**config.mk**
```make
export PLATFORM = sky130hd
export DESIGN_NAME = lrx_output_stage
export DESIGN_NICKNAME = d
export VERILOG_FILES = /design/src/design/lrx_pkg.sv /design/src/design/lrx_output_stage.sv
export VERILOG_INCLUDE_DIRS = /design/src /design/src/design
export SDC_FILE = /design/constraint.sdc
export NUM_CORES = 1
export LEC_CHECK = 0
export BUFFER_PORTS_ARGS = -buffer_cell sky130_fd_sc_hd__buf_2
export CAP_MARGIN = 20
export CELL_PAD_IN_SITES_DETAIL_PLACEMENT = 1
export CELL_PAD_IN_SITES_GLOBAL_PLACEMENT = 2
export CORE_ASPECT_RATIO = 1.75
export CORE_MARGIN = 3
export CORE_UTILIZATION = 33
export DETAILED_ROUTE_END_ITERATION = 10
export GPL_TIMING_DRIVEN = 0
export PLACE_DENSITY_LB_ADDON = 0.1
export SYNTH_ARGS = -nofsm -noshare
export SYNTH_HDL_FRONTEND = slang
export SYNTH_SLANG_ARGS = --single-unit
```
**constraint.sdc**
```tcl
create_clock -name aclk -period 3.2 [get_ports aclk]
set_input_delay 0.48 -clock aclk [delete_from_list [all_inputs] [get_ports aclk]]
set_output_delay 0.48 -clock aclk [all_outputs]
set_load 0.005 [all_outputs]
```
**src/design/lrx_cfg.svh**
```systemverilog
// Offsets, field positions, reset values and timing counts of the receive output stage
`ifndef LRX_CFG_SVH
`define LRX_CFG_SVH
// ----------------------------------------------------------------------
// Register offsets (byte addresses)
// ----------------------------------------------------------------------
`define LRX_OFF_CTRL 8'h00
`define LRX_OFF_STATUS 8'h04
`define LRX_OFF_CNT_CLR 8'h08
`define LRX_OFF_CNT_BASE 8'h20
// ----------------------------------------------------------------------
// Field positions and reset values
// ----------------------------------------------------------------------
`define LRX_CTRL_W 5
`define LRX_CTRL_RESET 5'h18
`define LRX_STAT_LOS_LSB 0
`define LRX_STAT_OVF_LSB 8
`define LRX_STAT_FBK_LSB 16
// ----------------------------------------------------------------------
// Timing
// ----------------------------------------------------------------------
`define LRX_ACLK_NS 8
`define LRX_MCLK_NS 160
`define LRX_MCLK_HALF_CYC (`LRX_MCLK_NS / `LRX_ACLK_NS / 2)
`define LRX_RESP_OKAY 2'h0
`define LRX_RESP_SLVERR 2'h2
`endif

```
**src/design/lrx_pkg.sv**
```systemverilog
// Types shared by the receive output stage
package lrx_pkg;
    // Global control, bit 4 down to bit 0
    typedef struct packed {
        logic hw_mode;
        logic host_rx_en;
        logic ovf_sel;
        logic edge_fall;
        logic single_rail;
    } lrx_ctrl_t;

    // One channel as seen from clock recovery and slicer
    typedef struct packed {
        logic clk;
        logic pos;
        logic neg;
        logic los;
        logic hiz;
    } lrx_line_t;

    // One channel toward the framer
    typedef struct packed {
        logic clk;
        logic pos;
        logic neg;
        logic los;
    } lrx_out_t;
endpackage : lrx_pkg

```
**src/design/lrx_output_stage.sv**
```systemverilog
// Eight-channel receive output stage with AXI4-Lite control
`include "lrx_cfg.svh"

// Function
// - In hardware mode one enable pin switches all eight receivers.
// - Receivers default on; drive the enable pin low to turn them off.
// - Loss-of-signal output goes high for at least one receive clock cycle.
// - Loss-of-signal output stays high until the loss condition clears.
// - Each channel outputs a clock recovered from its line data.
// - Absent or high-impedance line keeps clock running from internal master.
// - Data outputs update on rising or falling clock edge as selected.
// - Edge selection is one global setting for all channels.
// - Dual-rail: negative pulses appear on the negative-rail output.
// - Single-rail: negative rail shows violations or overflow, globally selected.
// - Violation mode: indicator high at least one clock per violation.
// - Violation mode: indicator stays high while violations continue.
// - Overflow mode: indicator high once the violation counter saturates.
// - Overflow mode: indicator stays high until the counter is reset.
// - Dual-rail: positive pulses appear on the positive-rail output.
// - Single-rail: positive rail carries decoded NRZ data.
// - Hardware mode, muting high and loss: both data outputs forced low.
module lrx_output_stage import lrx_pkg::*; #(
    parameter int CHANNELS = 8,
    parameter int CNT_W = 16,
    parameter int EXZ_LIMIT = 8,
    parameter int ADDR_W = 8
) (
    input wire logic aclk,
    input wire logic aresetn,
    input wire lrx_line_t [CHANNELS-1:0] line_in,
    input wire logic receivers_enable_input,
    input wire logic receive_muting_control,
    output lrx_out_t [CHANNELS-1:0] rx_out,
    input wire logic [ADDR_W-1:0] s_axi_awaddr,
    input wire logic s_axi_awvalid,
    output logic s_axi_awready,
    input wire logic [31:0] s_axi_wdata,
    input wire logic [3:0] s_axi_wstrb,
    input wire logic s_axi_wvalid,
    output logic s_axi_wready,
    output logic [1:0] s_axi_bresp,
    output logic s_axi_bvalid,
    input wire logic s_axi_bready,
    input wire logic [ADDR_W-1:0] s_axi_araddr,
    input wire logic s_axi_arvalid,
    output logic s_axi_arready,
    output logic [31:0] s_axi_rdata,
    output logic [1:0] s_axi_rresp,
    output logic s_axi_rvalid,
    input wire logic s_axi_rready
);
    localparam int MCLK_HALF = `LRX_MCLK_HALF_CYC;
    localparam logic [CNT_W-1:0] CNT_MAX = '1;
    localparam logic [4:0] EXZ_LAST = 5'(EXZ_LIMIT - 1);

    // ------------------------------------------------------------------
    // Address decode
    // ------------------------------------------------------------------
    function automatic logic cnt_hit(input logic [ADDR_W-1:0] a, output int ch);
        int idx;
        idx = (int'(a) - int'(`LRX_OFF_CNT_BASE)) / 4;
        ch = idx;
        return (a >= ADDR_W'(`LRX_OFF_CNT_BASE)) && (a[1:0] == 2'h0) && (idx < CHANNELS);
    endfunction : cnt_hit

    // ------------------------------------------------------------------
    // Input synchronisers
    // ------------------------------------------------------------------
    lrx_line_t [CHANNELS-1:0] sync1, sync2;
    logic [CHANNELS-1:0] line_clk_d;
    logic [1:0] pin1, pin2;

    always_ff @(posedge aclk) begin
        if (!aresetn) begin
            sync1 <= '0;
            sync2 <= '0;
            line_clk_d <= '0;
            pin1 <= 2'h3;
            pin2 <= 2'h3;
        end else begin
            sync1 <= line_in;
            sync2 <= sync1;
            for (int c = 0; c < CHANNELS; c++) begin
                line_clk_d[c] <= sync2[c].clk;
            end
            pin1 <= {receivers_enable_input, receive_muting_control};
            pin2 <= pin1;
        end
    end

    // ------------------------------------------------------------------
    // Internal master clock for fallback timing
    // ------------------------------------------------------------------
    logic [7:0] mclk_cnt, next_mclk_cnt;
    logic mclk, next_mclk;

    always_comb begin
        next_mclk_cnt = mclk_cnt + 8'h01;
        next_mclk = mclk;
        if (mclk_cnt == 8'(MCLK_HALF - 1)) begin
            next_mclk_cnt = 8'h00;
            next_mclk = !mclk;
        end
    end

    always_ff @(posedge aclk) begin
        if (!aresetn) begin
            mclk_cnt <= 8'h00;
            mclk <= 1'b0;
        end else begin
            mclk_cnt <= next_mclk_cnt;
            mclk <= next_mclk;
        end
    end

    // ------------------------------------------------------------------
    // Registers
    // ------------------------------------------------------------------
    lrx_ctrl_t ctrl, next_ctrl;
    logic [CHANNELS-1:0] cnt_clr;
    logic rx_en, mute_en;

    assign rx_en = ctrl.hw_mode ? pin2[1] : ctrl.host_rx_en;
    assign mute_en = ctrl.hw_mode & pin2[0];

    // ------------------------------------------------------------------
    // Per-channel receive path
    // ------------------------------------------------------------------
    logic [CHANNELS-1:0] rclk, next_rclk, upd, next_upd, fbk, next_fbk;
    logic [CHANNELS-1:0] cap_pos, next_cap_pos, cap_neg, next_cap_neg;
    logic [CHANNELS-1:0] last_pos, next_last_pos, seen, next_seen;
    logic [CHANNELS-1:0] viol_pend, next_viol_pend;
    logic [4:0] zeros [CHANNELS];
    logic [4:0] next_zeros [CHANNELS];
    logic [CNT_W-1:0] vcnt [CHANNELS];
    logic [CNT_W-1:0] next_vcnt [CHANNELS];
    lrx_out_t [CHANNELS-1:0] next_out;

    always_comb begin
        logic active, rise, src, pulse, bpv, exz, viol, los_c, ovf;
        active = 1'b0;
        rise = 1'b0;
        src = 1'b0;
        pulse = 1'b0;
        bpv = 1'b0;
        exz = 1'b0;
        viol = 1'b0;
        los_c = 1'b0;
        ovf = 1'b0;
        for (int c = 0; c < CHANNELS; c++) begin
            active = rx_en & !sync2[c].los & !sync2[c].hiz;
            los_c = rx_en & (sync2[c].los | sync2[c].hiz);
            rise = active & sync2[c].clk & !line_clk_d[c];
            // Recovered clock, else master clock so the framer never stalls
            src = active ? sync2[c].clk : mclk;
            next_rclk[c] = src;
            next_fbk[c] = !active;
            next_upd[c] = (rclk[c] != rx_out[c].clk) && (rclk[c] == !ctrl.edge_fall);
            pulse = sync2[c].pos | sync2[c].neg;
            bpv = rise & ((sync2[c].pos & sync2[c].neg)
                | (pulse & seen[c] & (sync2[c].pos == last_pos[c])));
            exz = rise & !pulse & (zeros[c] == EXZ_LAST);
            viol = bpv | exz;
            next_cap_pos[c] = cap_pos[c];
            next_cap_neg[c] = cap_neg[c];
            next_last_pos[c] = last_pos[c];
            next_seen[c] = seen[c];
            next_zeros[c] = zeros[c];
            if (!active) begin
                next_cap_pos[c] = 1'b0;
                next_cap_neg[c] = 1'b0;
                next_seen[c] = 1'b0;
                next_zeros[c] = 5'h00;
            end else if (rise) begin
                next_cap_pos[c] = sync2[c].pos;
                next_cap_neg[c] = sync2[c].neg;
                if (pulse) begin
                    next_last_pos[c] = sync2[c].pos;
                    next_seen[c] = 1'b1;
                    next_zeros[c] = 5'h00;
                end else if (zeros[c] != EXZ_LAST) begin
                    next_zeros[c] = zeros[c] + 5'h01;
                end
            end
            // New violation wins over the consume on an update edge
            next_viol_pend[c] = (viol_pend[c] & !upd[c]) | viol;
            if (cnt_clr[c]) begin
                next_vcnt[c] = CNT_W'(viol);
            end else if (viol && vcnt[c] != CNT_MAX) begin
                next_vcnt[c] = vcnt[c] + CNT_W'(1);
            end else begin
                next_vcnt[c] = vcnt[c];
            end
            ovf = (vcnt[c] == CNT_MAX);
            next_out[c] = rx_out[c];
            next_out[c].clk = rclk[c];
            // Data and flags follow one aclk after the selected edge for hold
            if (upd[c]) begin
                next_out[c].los = los_c;
                if (ctrl.single_rail) begin
                    next_out[c].pos = cap_pos[c] | cap_neg[c];
                    next_out[c].neg = ctrl.ovf_sel ? ovf : viol_pend[c];
                end else begin
                    next_out[c].pos = cap_pos[c];
                    next_out[c].neg = cap_neg[c];
                end
                if (mute_en && los_c) begin
                    next_out[c].pos = 1'b0;
                    next_out[c].neg = 1'b0;
                end
            end
        end
    end

    always_ff @(posedge aclk) begin
        if (!aresetn) begin
            rclk <= '0;
            upd <= '0;
            fbk <= '0;
            cap_pos <= '0;
            cap_neg <= '0;
            last_pos <= '0;
            seen <= '0;
            viol_pend <= '0;
            rx_out <= '0;
            for (int c = 0; c < CHANNELS; c++) begin
                zeros[c] <= 5'h00;
                vcnt[c] <= '0;
            end
        end else begin
            rclk <= next_rclk;
            upd <= next_upd;
            fbk <= next_fbk;
            cap_pos <= next_cap_pos;
            cap_neg <= next_cap_neg;
            last_pos <= next_last_pos;
            seen <= next_seen;
            viol_pend <= next_viol_pend;
            rx_out <= next_out;
            for (int c = 0; c < CHANNELS; c++) begin
                zeros[c] <= next_zeros[c];
                vcnt[c] <= next_vcnt[c];
            end
        end
    end

    // ------------------------------------------------------------------
    // AXI4-Lite slave
    // ------------------------------------------------------------------
    logic aw_held, next_aw_held, w_held, next_w_held;
    logic [ADDR_W-1:0] aw_addr, next_aw_addr;
    logic [31:0] w_data, next_w_data;
    logic w_lane0, next_w_lane0;
    logic next_bvalid, next_rvalid;
    logic [1:0] next_bresp, next_rresp;
    logic [31:0] next_rdata;
    logic [CHANNELS-1:0] next_cnt_clr;

    assign s_axi_awready = !aw_held && !s_axi_bvalid;
    assign s_axi_wready = !w_held && !s_axi_bvalid;
    assign s_axi_arready = !s_axi_rvalid;

    always_comb begin
        int ch;
        logic [31:0] stat;
        ch = 0;
        stat = '0;
        next_aw_held = aw_held;
        next_w_held = w_held;
        next_aw_addr = aw_addr;
        next_w_data = w_data;
        next_w_lane0 = w_lane0;
        next_ctrl = ctrl;
        next_cnt_clr = '0;
        next_bvalid = s_axi_bvalid;
        next_bresp = s_axi_bresp;
        next_rvalid = s_axi_rvalid;
        next_rresp = s_axi_rresp;
        next_rdata = s_axi_rdata;
        if (s_axi_awvalid && s_axi_awready) begin
            next_aw_held = 1'b1;
            next_aw_addr = s_axi_awaddr;
        end
        if (s_axi_wvalid && s_axi_wready) begin
            next_w_held = 1'b1;
            next_w_data = s_axi_wdata;
            next_w_lane0 = s_axi_wstrb[0];
        end
        if (aw_held && w_held) begin
            next_aw_held = 1'b0;
            next_w_held = 1'b0;
            next_bvalid = 1'b1;
            next_bresp = `LRX_RESP_OKAY;
            if (aw_addr == ADDR_W'(`LRX_OFF_CTRL)) begin
                if (w_lane0) begin
                    next_ctrl = lrx_ctrl_t'(w_data[`LRX_CTRL_W-1:0]);
                end
            end else if (aw_addr == ADDR_W'(`LRX_OFF_CNT_CLR)) begin
                if (w_lane0) begin
                    next_cnt_clr = w_data[CHANNELS-1:0];
                end
            end else if (!(aw_addr == ADDR_W'(`LRX_OFF_STATUS) || cnt_hit(aw_addr, ch))) begin
                next_bresp = `LRX_RESP_SLVERR;
            end
        end else if (s_axi_bvalid && s_axi_bready) begin
            next_bvalid = 1'b0;
        end
        for (int c = 0; c < CHANNELS; c++) begin
            stat[`LRX_STAT_LOS_LSB + c] = rx_out[c].los;
            stat[`LRX_STAT_OVF_LSB + c] = (vcnt[c] == CNT_MAX);
            stat[`LRX_STAT_FBK_LSB + c] = fbk[c];
        end
        if (s_axi_arvalid && s_axi_arready) begin
            next_rvalid = 1'b1;
            next_rresp = `LRX_RESP_OKAY;
            next_rdata = 32'h0000_0000;
            if (s_axi_araddr == ADDR_W'(`LRX_OFF_CTRL)) begin
                next_rdata = 32'(ctrl);
            end else if (s_axi_araddr == ADDR_W'(`LRX_OFF_STATUS)) begin
                next_rdata = stat;
            end else if (s_axi_araddr == ADDR_W'(`LRX_OFF_CNT_CLR)) begin
                next_rdata = 32'h0000_0000;
            end else if (cnt_hit(s_axi_araddr, ch)) begin
                next_rdata = 32'(vcnt[ch]);
            end else begin
                next_rresp = `LRX_RESP_SLVERR;
            end
        end else if (s_axi_rvalid && s_axi_rready) begin
            next_rvalid = 1'b0;
        end
    end

    always_ff @(posedge aclk) begin
        if (!aresetn) begin
            aw_held <= 1'b0;
            w_held <= 1'b0;
            aw_addr <= '0;
            w_data <= 32'h0000_0000;
            w_lane0 <= 1'b0;
            ctrl <= lrx_ctrl_t'(`LRX_CTRL_RESET);
            cnt_clr <= '0;
            s_axi_bvalid <= 1'b0;
            s_axi_bresp <= 2'h0;
            s_axi_rvalid <= 1'b0;
            s_axi_rresp <= 2'h0;
            s_axi_rdata <= 32'h0000_0000;
        end else begin
            aw_held <= next_aw_held;
            w_held <= next_w_held;
            aw_addr <= next_aw_addr;
            w_data <= next_w_data;
            w_lane0 <= next_w_lane0;
            ctrl <= next_ctrl;
            cnt_clr <= next_cnt_clr;
            s_axi_bvalid <= next_bvalid;
            s_axi_bresp <= next_bresp;
            s_axi_rvalid <= next_rvalid;
            s_axi_rresp <= next_rresp;
            s_axi_rdata <= next_rdata;
        end
    end
endmodule : lrx_output_stage

```
==> results of run 1 <==
## sequential cells by signal (all words and copies together), names as in the netlist, 24 cells and up
register and cells:
rx_out 32, s_axi_rdata 24, sync1 40, zeros 40, sync2 40, vcnt 128
## layout make-up
type / count / area [µm²]
clock inverters: 10 / 110
repair buffers: 149 / 821
plain buffers: 125 / 571
fillers: 6817 / 34900
diodes: 1 / 2.50
inverters: 36 / 135
multi-input cells: 1595 / 10300
well taps: 767 / 960
clock buffers: 63 / 1290
flip-flops and latches: 425 / 8510
## through the flow
| stage | cell area (µm²) | std cells | TNS [ns] | setup slack, ns |
|---|---|---|---|---|
| 2_1_floorplan | 19400 | 2182 | 0 | 0.0215 |
| 3_3_place_gp | 21000 | 3084 | -45.68 | -0.628 |
| 3_5_place_dp | 21100 | 3088 | -30.51 | -0.762 |
| 4_1_cts | 22500 | 3162 | 0 | 0.00775 |
| 5_1_grt | 22700 | 3170 | -0.466 | -0.0795 |
| 6_report | 22700 | 3171 | 0 | 0.0558 |
## how the worst min path moves through the flow
stage                              from              endpoint  slack (ns)  cells past startpoint
CTS                          line_in[3]   sync1[3]$_SDFF_PN0_        0.07                      2
global route                line_in[38]  sync1[38]$_SDFF_PN0_         0.1                      2
finish                       line_in[3]   sync1[3]$_SDFF_PN0_        0.12                      2
floorplan            pin1[0]$_SDFF_PN1_    pin2[0]$_SDFF_PN1_        0.39                      1
global placement    sync1[6]$_SDFF_PN0_   sync2[6]$_SDFF_PN0_        0.42                      1
detailed placement  sync1[6]$_SDFF_PN0_   sync2[6]$_SDFF_PN0_        0.42                      1
## power breakdown
group          internal, mW  switching [mW]
Combinational         0.250           0.451
Clock                  2.96            2.20
Sequential             5.39          0.0651
## repair_timing
item                                    in CTS  in global routing
buffers inserted                             1                  5
pin swaps                                    2                  6
gates cloned                                 1                  0
resized for setup                           11                 26
endpoints found under the setup margin      11                 27
hold buffers                                 0                  0
## cells in the final DEF, fill, tap and decap left out, drive strengths merged, types with 25 or more instances in the layout
cell,synthesis,final
a21oi,214,214
a31oi,30,30
and2,113,113
and3,43,43
buf,39,185
clkbuf,87,152
dfxtp,425,425
ha,44,44
inv,36,38
mux2i,44,44
mux4,32,32
nand2,224,224
nand2b,25,25
nand3,99,99
nand4,50,50
nor2,194,194
o21ai,62,62
o31ai,62,62
or3,25,25
or4,67,67
xor2,31,31
## logic make-up (layout without fill, tap and decap cells)
kind of cell             after synthesis  count (layout)  synth area share
AO/OA/AOI/OAI                        472             472             0.152
XOR/XNOR                              34              34            0.0154
adder cells (fa/ha/maj)               44              44            0.0285
buffers and inverters                162             383            0.0361
flip-flops                           425             425             0.440
multiplexers                          90              90            0.0685
other                                  1              11          0.000194
AND/OR/NAND/NOR                      945             945             0.259
## critical path: stages
cell and delay, ns:
sky130_fd_sc_hd__buf_6 0.10, sky130_fd_sc_hd__or3_4 0.40, sky130_fd_sc_hd__nor2_4 0.15, sky130_fd_sc_hd__ha_4 0.14
sky130_fd_sc_hd__nand4_1 0.17, sky130_fd_sc_hd__buf_4 0.21, sky130_fd_sc_hd__or3_4 0.34, sky130_fd_sc_hd__ha_4 0.27
sky130_fd_sc_hd__nor4b_4 0.17, sky130_fd_sc_hd__and3_1 0.19, sky130_fd_sc_hd__a41o_1 0.23, sky130_fd_sc_hd__nand4_1 0.21
sky130_fd_sc_hd__clkbuf_8 0.28, sky130_fd_sc_hd__o32ai_2 0.26
## layer usage
| layer | part of all wire | global-route usage | vias up |
|---|---|---|---|
| li1 | - | - | 8324 |
| met3 | 0.036 | 0.0304 | 131 |
| met4 | 0.048 | 0.100 | 0 |
| met5 | 0 | 0 | - |
| met1 | 0.40 | 0.254 | 8669 |
| met2 | 0.52 | 0.425 | 358 |
==> results, run 1 <==
- The number of iterations in the first detailed-routing pass is 7.
- Total power for the finished layout comes to 11.3 mW.
- In this run the power density over the cells is 497 nW/µm².
- The HPWL after detailed placement is between 50000 and 60000 µm.
- The count of flip-flops with a built-in enable after synthesis is 0.
- The normalized max-slew margin is 0.255.
- The vertical die dimension is 326 µm.
- The effective utilization at floorplan is 0.335.
- Synthesis produced a netlist whose cell count is 2173.
- Across the routed clock network, the largest skew measured is 0.0146 ns.
- The async set-or-reset flop fraction in the synthesized netlist is 0.
- The run finished with clean final reports.
- The number of port buffers is 135.
- The sequential fraction of the synthesis area is 0.440.
- The share of the clock period used by the worst path after layout is 0.983.
- Data on the critical path is required at its endpoint by approximately 3.7 ns.
- Ranked by instance count, the synthesized netlist is headed by sky130_fd_sc_hd__dfxtp_1, sky130_fd_sc_hd__nand2_1, sky130_fd_sc_hd__a21oi_1.
- The H-tree generated during clock tree synthesis spans 2 levels.
- The final hold violation count came to 0.
- The worst hold slack after final layout is 0.116 ns.
- The fraction of final layout cells sized beyond drive strength 1 is 0.147.
- The final net count is 2521.
- The share of the core filled with cells in the final layout is 0.395.
- STA classifies the critical path startpoint as an input port.
- The global-route wire length before repair is 109000 µm.
- The startpoint of the most critical setup path is s_axi_araddr[7].
- The type of the tightest min-delay check is input port to flop.
- The worst endpoint data arrival time is 3.61 ns.
- The slew at the pin with the worst max-slew slack is between 1 and 1.5 ns.
- The static power due to leakage is 8.38 nW.
- The placeable core region is 57600 µm².
- The number of buffers inserted during clock tree synthesis is 44.
- Yosys printed 0 warnings.
- The via count of the first global-routing pass was approximately 18000.
- The number of antenna violations at the first check in global routing is 1.
- The total detailed-routing wirelength is 71300 µm.
- The endpoint identified for the worst register-to-register timing path is vcnt[3][2]$_SDFFE_PP0P_.
- The number of DRC markers in iteration 0 is 735.
- sky130_fd_sc_hd__dfxtp_1 takes more of the synthesized area than any other cell.
- The share of the synthesized area in the top cell type is 0.440.
- Setup violations remaining at the end of the flow were counted as 0.
- Entering global routing, the biggest net connects 17 pins.
- The slack of the worst reg-to-reg path is ~0.29 ns.
- The most critical setup path has its endpoint at s_axi_rdata[13]$_SDFFE_PN0P_.
- The DRC violations left is 0.
- The final period demand of the worst path is 3.14 ns.
- Across every metal layer, demand over resource in global routing totals 0.227.
- The routability-driven placement congestion ratio is 0.937.
- The library cell with the highest instance count after synthesis is sky130_fd_sc_hd__dfxtp_1.
- Clock latency on the worst-skew pair, taken at its later pin, is around 0.57 ns.
- In the synthesized netlist the dominant register cell turns out to be sky130_fd_sc_hd__dfxtp_1.
- VDD sags by at most 0.000434 V.
- The worst register-to-register path begins at vcnt[3][6]$_SDFFE_PP0P_.
- The total overflow left after global routing is 0.
- The clock-pin slew reported for the worst setup and hold paths after clock tree synthesis is 0.06 ns.
- Counting flops and latches in the post-synthesis netlist gives 425.
- Across the run, the number of max-cap violations was 0.
- The nature of the critical path endpoint is a flop.
- The length in cells of the worst reg-to-reg path is 9.
- Ranked by total cell area, the synthesized netlist is headed by sky130_fd_sc_hd__dfxtp_1, sky130_fd_sc_hd__a21oi_1, sky130_fd_sc_hd__nand2_1, sky130_fd_sc_hd__nor2_1, sky130_fd_sc_hd__mux4_2.
- The fmax is 318 MHz.
- The area growth from synthesis to layout is 17.7%.
- The post-detailed-route count of antenna-violating nets is 0.
- The number of pins exceeding their max-slew limit in the final report is 0.
- The routed layout has 17500 vias.
- The number of clock sinks is 425.
- The mean number of vias per cell is approximately 5.5.
- The number of different library cells used by synthesis comes to 64.
- The die is between 150 and 200 µm wide.
- TritonCTS built the clock tree.
- In this run the deepest clock path goes through 3 buffers.
- Of all nets on the critical path, the largest fanout is 5.
- The tree is rooted in a sky130_fd_sc_hd__clkbuf_16.
- In this run the cell area of the synthesized design comes to 19300 µm².
- In the final routed layout, each cell accounts on average for approximately 22 µm.
- The critical path is of the input port to flop type.
- Setup repair after global routing could not meet its margin everywhere.
- In this run the mean area of a mapped cell was between 8 and 9 µm².
- The placement row count is 116.
- The total I/O pin count is 174.
- The floorplan step defined a die boundary enclosing 61600 µm².
No activity file was read; power rests on OpenSTA's default activity.
==> run 2, diff against run 1 <==
CORE_ASPECT_RATIO = 0.6   (was 1.75)
CTS_CLUSTER_DIAMETER = 30   (was unset)
==> run 2 against run 1 <==
Compared with the run above: the run now ends with negative setup slack left; wire length is 5.4% higher; hold slack got worse by 0.070 ns; clock power up 100%; global-route usage grew 0.89 points; combinational power is 5.7% higher; sequential share of layout area down 3.1 points; first-iteration DRC count up 100%; die area hardly changed; clock skew increased by 0.0086 ns; via count up 4.6%; critical endpoint is now s_axi_rdata[12]$_SDFFE_PN0P_.
==> results, run 2 (synthesis results as in run 1) <==
- Dividing the detail-routed via count by the number of cells gives roughly 5.6.
- After legalization and detailed placement, the total HPWL measured 55700 µm.
- For this run, design rule violations remaining after detail routing come to 0.
- The worst path in the final design needs a cycle of 3.22 ns, including I/O delays and setup.
- The tightest min-delay check is of the input port to flop type.
- For this run, the post-layout net count is 2570.
- The slew at the pin with the worst max-slew slack is 1.12 ns.
- The number of pins exceeding their max-slew limit in the final report is 0.
- The vertical die dimension is 193 µm.
- The static power due to leakage is 9.35 nW.
- The clock latency reported for the late side of the worst-skew pair is 0.64 ns.
- With fillers left out, the area of the finished cells amounts to 24800 µm².
- At the end of the flow the core is filled with cells to 0.430.
- 174 I/O pins were placed.
- The effective utilization at floorplan is 0.335.
- The total detailed-routing wirelength is 75100 µm.
- The vias after detailed routing is 18300.
- Across the run, the number of max-cap violations was 0.
- The placement row count is 68.
- Relative to the synthesized area, the layout overhead comes to 28.5%.
- The total power density per cell area is approximately 670 nW/µm².
- The checks that failed: negative setup slack.
- The most frequent standard cell in the layout excluding fill and tap cells is sky130_fd_sc_hd__dfxtp_1.
- In this run the worst path has a maximum fanout of 5.
- The maximum level of the CTS H-tree is 3.
- The cell area reported after detailed placement is 21000 µm².
- CTS saw 425 sinks.
- The die is roughly 320 µm wide.
- The clock tree root buffer cell is sky130_fd_sc_hd__clkbuf_16.
- The data required time at the worst endpoint is between 3 and 4 ns.
- The final setup violation count is 2.
- In this run the remaining antenna-violating nets after routing total 0.
- After routing, the total negative slack on setup checks comes to -0.0197 ns.
- The internal power consumption is 12.6 mW.
- The die covers 61600 µm².
- The combinational power share is 0.045.
- The final hold violation count was 0.
- VDD sags by at most about 0.00041 V.
- The wire length per cell is about 23 µm.
- The setup slack after placement is -0.857 ns.
- The number of antenna violations at the first check in global routing came to 3.
- Clock-pin slew was measured on the worst setup and hold paths at 0.05 ns.
- Across every metal layer, demand over resource in global routing totals 0.236.
- The share of the clock period used by the worst path after layout is 1.01.
- The via count of the first global-routing pass is 18400.
- The number of buffers on the longest clock path is 3.
- The count of buffers added on input and output ports is 135.
- In the layout the commonest cells are sky130_fd_sc_hd__dfxtp_1, sky130_fd_sc_hd__nand2_1, sky130_fd_sc_hd__a21oi_1.
- The launching element type of the critical path is an input port.
- The normalized max-slew margin is 0.252.
- At the worst endpoint, the arrival time is roughly 3.8 ns.
- The analysis attributes to net switching a power of 3.88 mW.
- Setup repair after global routing could not meet its margin everywhere.
- Of the total power, the share spent switching nets is 0.235.
- TritonCTS built the clock tree.
- Of the total power, the clock network draws 0.624.
- The flip-flop count of the largest register after layout is 128.
- The largest register by flop count is vcnt.
- The layout has 6597 filler cells.
- The worst setup path is of the input port to flop kind.
- The number of buffers inserted during clock tree synthesis is 94.
- For this run the aggregate overflow at the end of global routing stands at 0.
- The global-route wire length before repair is 113000 µm.
- After the first detailed-routing iteration, the DRC count stood at around 1500.
- The worst path setup slack after routing is -0.0167 ns.
- The placeable core region is just under 60000 µm².
- Entering global routing, the biggest net connects 17 pins.
- The fmax is 311 MHz.
- Of the total power, registers draw 0.331.
- The number of iterations in the first detailed-routing pass is 5.
- The run finished, with violations left.
- The fraction of final layout cells sized beyond drive strength 1 is 0.184.
- The worst setup path is captured at a flop.
- Routability-driven placement finished with a final weighted congestion of 0.879.
- On the final layout, the worst clock skew is 0.0232 ns.
==> run 2: changes by cell type in the layout (fill, tap and decap cells not counted), moves of 7 or more <==
cell / previous run / this run
sky130_fd_sc_hd__bufinv_16: 2 / 14
sky130_fd_sc_hd__clkinvlp_4: 1 / 10
sky130_fd_sc_hd__clkbuf_16: 45 / 95
sky130_fd_sc_hd__clkinv_4: 0 / 7
==> run 2: layout make-up <==
| cell class | count | area [µm²] | share of cell area |
|---|---|---|---|
| Timing Repair Buffer | 148 | 802 | 0.0323 |
| Clock buffer | 122 | 2650 | 0.107 |
| Tap cell | 770 | 963 | 0.0388 |
| Buffer | 125 | 579 | 0.0233 |
| Multi-Input combinational cell | 1595 | 10400 | 0.420 |
| Sequential cell | 425 | 8510 | 0.343 |
| Inverter | 36 | 135 | 0.00544 |
| Antenna cell | 1 | 2.50 | 0.000101 |
| Clock inverter | 54 | 761 | 0.0306 |
==> run 2: power groups by stage <==
stage          Combinational, mW  Clock, mW  Sequential (mW)
3_3_place_gp               0.676          0             5.57
6_report                   0.742       10.3             5.47
3_5_place_dp               0.693          0             5.57
5_1_grt                    0.811       10.8             5.48
2_1_floorplan              0.418          0             5.54
4_1_cts                    0.708       10.5             5.47
==> run 2: critical path, stage by stage <==
cell and delay [ns]:
sky130_fd_sc_hd__buf_8 0.09, sky130_fd_sc_hd__or3_4 0.37, sky130_fd_sc_hd__buf_6 0.14, sky130_fd_sc_hd__nor2_4 0.16
sky130_fd_sc_hd__ha_4 0.15, sky130_fd_sc_hd__nand4_1 0.14, sky130_fd_sc_hd__or3_1 0.40, sky130_fd_sc_hd__ha_1 0.31
sky130_fd_sc_hd__nor4b_4 0.22, sky130_fd_sc_hd__and3_4 0.24, sky130_fd_sc_hd__a41o_4 0.27, sky130_fd_sc_hd__nand4_1 0.24
sky130_fd_sc_hd__clkbuf_8 0.30, sky130_fd_sc_hd__o32ai_4 0.21
==> run 2: timing repair <==
item | CTS | global route
hold buffers | 0 | 0
buffers inserted | 3 | 4
resized for setup | 13 | 41
endpoints found under the setup margin | 17 | 36
pin swaps | 1 | 14
cloned | 1 | 0
==> run 2: worst paths after layout <==
| kind | cells after the start | slack, ns | startpoint | end |
|---|---|---|---|---|
| worst min-delay path | 2 | 0.05 | line_in[28] | sync1[28]$_SDFF_PN0_ |
| worst max-delay path | 14 | -0.02 | s_axi_araddr[6] | s_axi_rdata[12]$_SDFFE_PN0P_ |
| worst max register to register | 11 | 0.25 | aw_addr[5]$_SDFFE_PN0P_ | s_axi_bresp[1]$_SDFFE_PN0P_ |
| worst min register to register | 1 | 0.41 | pin1[1]$_SDFF_PN1_ | pin2[1]$_SDFF_PN1_ |
==> run 2: per-layer routing <==
layer	track usage	wire length (µm)
met1	0.353	37200
met2	0.338	31000
met3	0.0502	5060
met4	0.0691	1770
met5	0	0
==> run 2: per-stage QoR <==
stage / std cells / hold WS (ns) / total power [mW]
floorplan: 2182 / 0.386 / 5.96
global placement: 3087 / 0.408 / 6.24
detailed placement: 3089 / 0.404 / 6.26
CTS: 3269 / 0.00971 / 16.6
global route: 3275 / 0.0251 / 17.1
finish: 3276 / 0.0455 / 16.5
==> run 3, diff against run 2 <==
--- a/config.mk
+++ b/config.mk
@@ -18,4 +18,5 @@
 export GPL_TIMING_DRIVEN = 0
 export PLACE_DENSITY_LB_ADDON = 0.1
+export SETUP_SLACK_MARGIN = 0.02
 export SYNTH_ARGS = -nofsm -noshare
 export SYNTH_HDL_FRONTEND = slang
==> constraint.sdc (replaced) <==
create_clock -name aclk -period 3.2 [get_ports aclk]
set_input_delay 0.32 -clock aclk [delete_from_list [all_inputs] [get_ports aclk]]
set_output_delay 0.32 -clock aclk [all_outputs]
set_load 0.005 [all_outputs]
==> run 3 against run 2 <==
Compared with the run above: the flow now finishes without violations; register-to-register slack worse by 0.08 ns; sequential share of layout area decreased by 0.22 points; sequential power about the same; first-iteration DRC count is 16% lower; maximum frequency rose by 3.2%; die area unchanged; critical path type unchanged; largest cell class unchanged; largest power group unchanged; highest routed layer unchanged.
==> results, run 3 (synthesis results as in run 1) <==
- The run finished with clean final reports.
- Of the total power, the share spent switching nets is 0.240.
- The slack of the worst reg-to-reg path is 0.17 ns.
- The final net count is 2621.
- The number of buffers inserted during clock tree synthesis is 89.
- Of the total power, combinational logic draws 0.049.
- The detailed router finished its first iteration with 1241 violations.
- Along the worst path, the maximum fanout reaches 6.
- The routed design has 76200 µm of wire.
- The die area is 61600 µm².
- With fillers left out, the area of the finished cells amounts to ~25000 µm².
- At the placement stage, the worst setup path has a slack of -0.939 ns.
- The initial utilization of the core area, before any placement, comes to 0.335.
- The register area is 8510 µm².
- Setup slack on the critical path of the routed design comes to 0.0816 ns.
- The clock-pin slew reported for the worst setup and hold paths after clock tree synthesis is 0.04 ns.
- Max-cap violations in this run came to 0.
- For this run, design rule violations remaining after detail routing come to 0.
- The TritonCTS clock tree is done.
- Setup repair after global routing could not meet its margin everywhere.
- Data on the critical path arrives at its endpoint at 3.62 ns.
- Dividing total power by cell area gives a power density of 640 nW/µm².
- The share of the clock period used by the worst path after layout is 0.975.
- In the final timing run, aggregate negative setup slack is 0 ns.
- The routability-driven placement congestion ratio is 0.853.
- The share of total power dissipated in sequential elements is 0.342.
- The number of cells after detailed placement is 3090.
- Summed over all cells, the static leakage comes to 9.44 nW.
- From synthesis to final layout, the design area changed by 29.4%.
- The portion of total power attributed to the clock network is 0.609.
- The clock tree root buffer cell is sky130_fd_sc_hd__clkbuf_16.
- The maximum resistive drop on vdd is ~0.00045 V.
- The analysis attributes to net switching a power of 3.84 mW.
- Port buffering added 135 buffers.
- The fmax is 321 MHz.
- In the final layout, the multi-input gates occupy 10300 µm².
- Leaving out fill and tap cells, the most frequent cells in the layout are sky130_fd_sc_hd__dfxtp_1, sky130_fd_sc_hd__nand2_1, sky130_fd_sc_hd__a21oi_1.
- Internal power comes to 12.2 mW.
- Counting along the longest clock path gives a buffer depth of 3.
- The wire length per cell is ~23 µm.
- The placeable core region is approximately 58000 µm².
- Using the TritonRoute via totals, the vias-per-cell ratio works out to 5.55.
- In this run the core area contains just under 70 standard-cell rows.
- The worst setup path is launched from an input port.
- The via count of the first global-routing pass is 18800.
- The nature of the critical path endpoint is a flop.
- The first global-routing pass estimated 116000 µm of wire.
- The count of non-filler cells in the finished layout is 3321.
- The most frequent standard cell in the layout excluding fill and tap cells is sky130_fd_sc_hd__dfxtp_1.
- The final period demand of the worst path is 3.12 ns.
- For this design, the sink count on the clock tree is 425.
- The number of filler cells placed in the layout is 6591.
- The total grt overflow is 0.
- The type of the tightest min-delay check is input port to flop.
- The number of antenna violations at the first check in global routing is 0.
- The number of iterations in the first detailed-routing pass is 5.
- The pin count of the biggest net entering global routing is 17.
- The post-detailed-route count of antenna-violating nets is 0.
- The largest register by flop count is vcnt.
- The cell area reported after detailed placement is 21000 µm².
- The clock latency reported for the late side of the worst-skew pair is roughly 0.63 ns.
- At the pin with the least slew margin, the transition time is roughly 1.1 ns.
- CTS built an H-tree with a depth of 3.
- In the final layout, the share of cells above drive strength 1 is 0.171.
- Setup violations remaining at the end of the flow were counted as 0.
- The total I/O pin count is 174.
- The critical path in this run is classified as input port to flop.
- The number of pins exceeding their max-slew limit in the final report was 0.
- The maximum clock skew at final layout is approximately 0.035 ns.
- The final hold violation count is 0.
- The width of the die is 318 µm.
- The flip-flop count of the largest register after layout is 128.
- The placed wire-length estimate is 56000 µm.
- The normalized max-slew margin is 0.251.
- The die is about 190 µm tall.
- The data required time at the worst endpoint is 3.70 ns.
- In the global route stage, overall resource usage came out at 0.241.
- The detailed router placed 18400 vias in this run.
==> run 3: layout make-up <==
cell class,count,area share
diodes,3,0.000300
plain buffers,123,0.0225
clock buffers,108,0.0981
clock inverters,55,0.0284
inverters,36,0.00541
multi-input cells,1595,0.411
flip-flops and latches,425,0.340
well taps,770,0.0386
repair buffers,206,0.0548
==> run 3: path summary, 6_finish.rpt <==
| path | startpoint | to | cells past startpoint |
|---|---|---|---|
| min | s_axi_wdata[0] | w_data[0]$_SDFFE_PN0P_ | 3 |
| max | s_axi_araddr[5] | s_axi_rdata[8]$_SDFFE_PN0P_ | 13 |
| max reg2reg | vcnt[3][6]$_SDFFE_PP0P_ | vcnt[3][0]$_SDFFE_PN0P_ | 9 |
| min reg2reg | pin1[1]$_SDFF_PN1_ | pin2[1]$_SDFF_PN1_ | 1 |
==> run 3: routing by layer <==
| metal | global-route usage | vias up | wire length (µm) |
|---|---|---|---|
| met4 | 0.0504 | 0 | 1170 |
| met2 | 0.359 | 505 | 32500 |
| met5 | 0 | - | 0 |
| met1 | 0.362 | 9244 | 37600 |
| met3 | 0.0447 | 96 | 4960 |
| li1 | - | 8590 | - |
==> run 3: power groups by stage <==
| stage | sequential [mW] | clock, mW | combinational [mW] |
|---|---|---|---|
| CTS | 5.47 | 9.90 | 0.761 |
| floorplan | 5.54 | 0 | 0.417 |
| detailed placement | 5.57 | 0 | 0.694 |
| global route | 5.47 | 10.2 | 0.855 |
| finish | 5.47 | 9.75 | 0.779 |
| global placement | 5.57 | 0 | 0.675 |
==> run 3: metrics by stage <==
stage          total power [mW]  utilization  hold WS (ns)
6_report                   16.0        0.433        0.0778
5_1_grt                    16.5        0.433        0.0502
4_1_cts                    16.1        0.431        0.0333
3_5_place_dp               6.27        0.365         0.407
3_3_place_gp               6.24        0.364         0.404
2_1_floorplan              5.96            -         0.386
==> run 3: repair_timing <==
action	in CTS	in global routing
hold buffers	60	0
buffers inserted	2	3
setup endpoints to repair	20	22
pin swaps	1	6
resized for setup	12	14
hold endpoints to repair	60	0
cloned	1	0
==> run 3: critical path, cell delays in order <==
cell and delay [ns]:
sky130_fd_sc_hd__buf_2 0.15, sky130_fd_sc_hd__or3_4 0.43, sky130_fd_sc_hd__nor2_4 0.14, sky130_fd_sc_hd__ha_4 0.14
sky130_fd_sc_hd__nand4_1 0.23, sky130_fd_sc_hd__or3_4 0.47, sky130_fd_sc_hd__ha_4 0.28, sky130_fd_sc_hd__nor4bb_4 0.26
sky130_fd_sc_hd__and3_1 0.20, sky130_fd_sc_hd__a41o_4 0.26, sky130_fd_sc_hd__nand4_1 0.21, sky130_fd_sc_hd__clkbuf_8 0.28
sky130_fd_sc_hd__o32ai_1 0.25
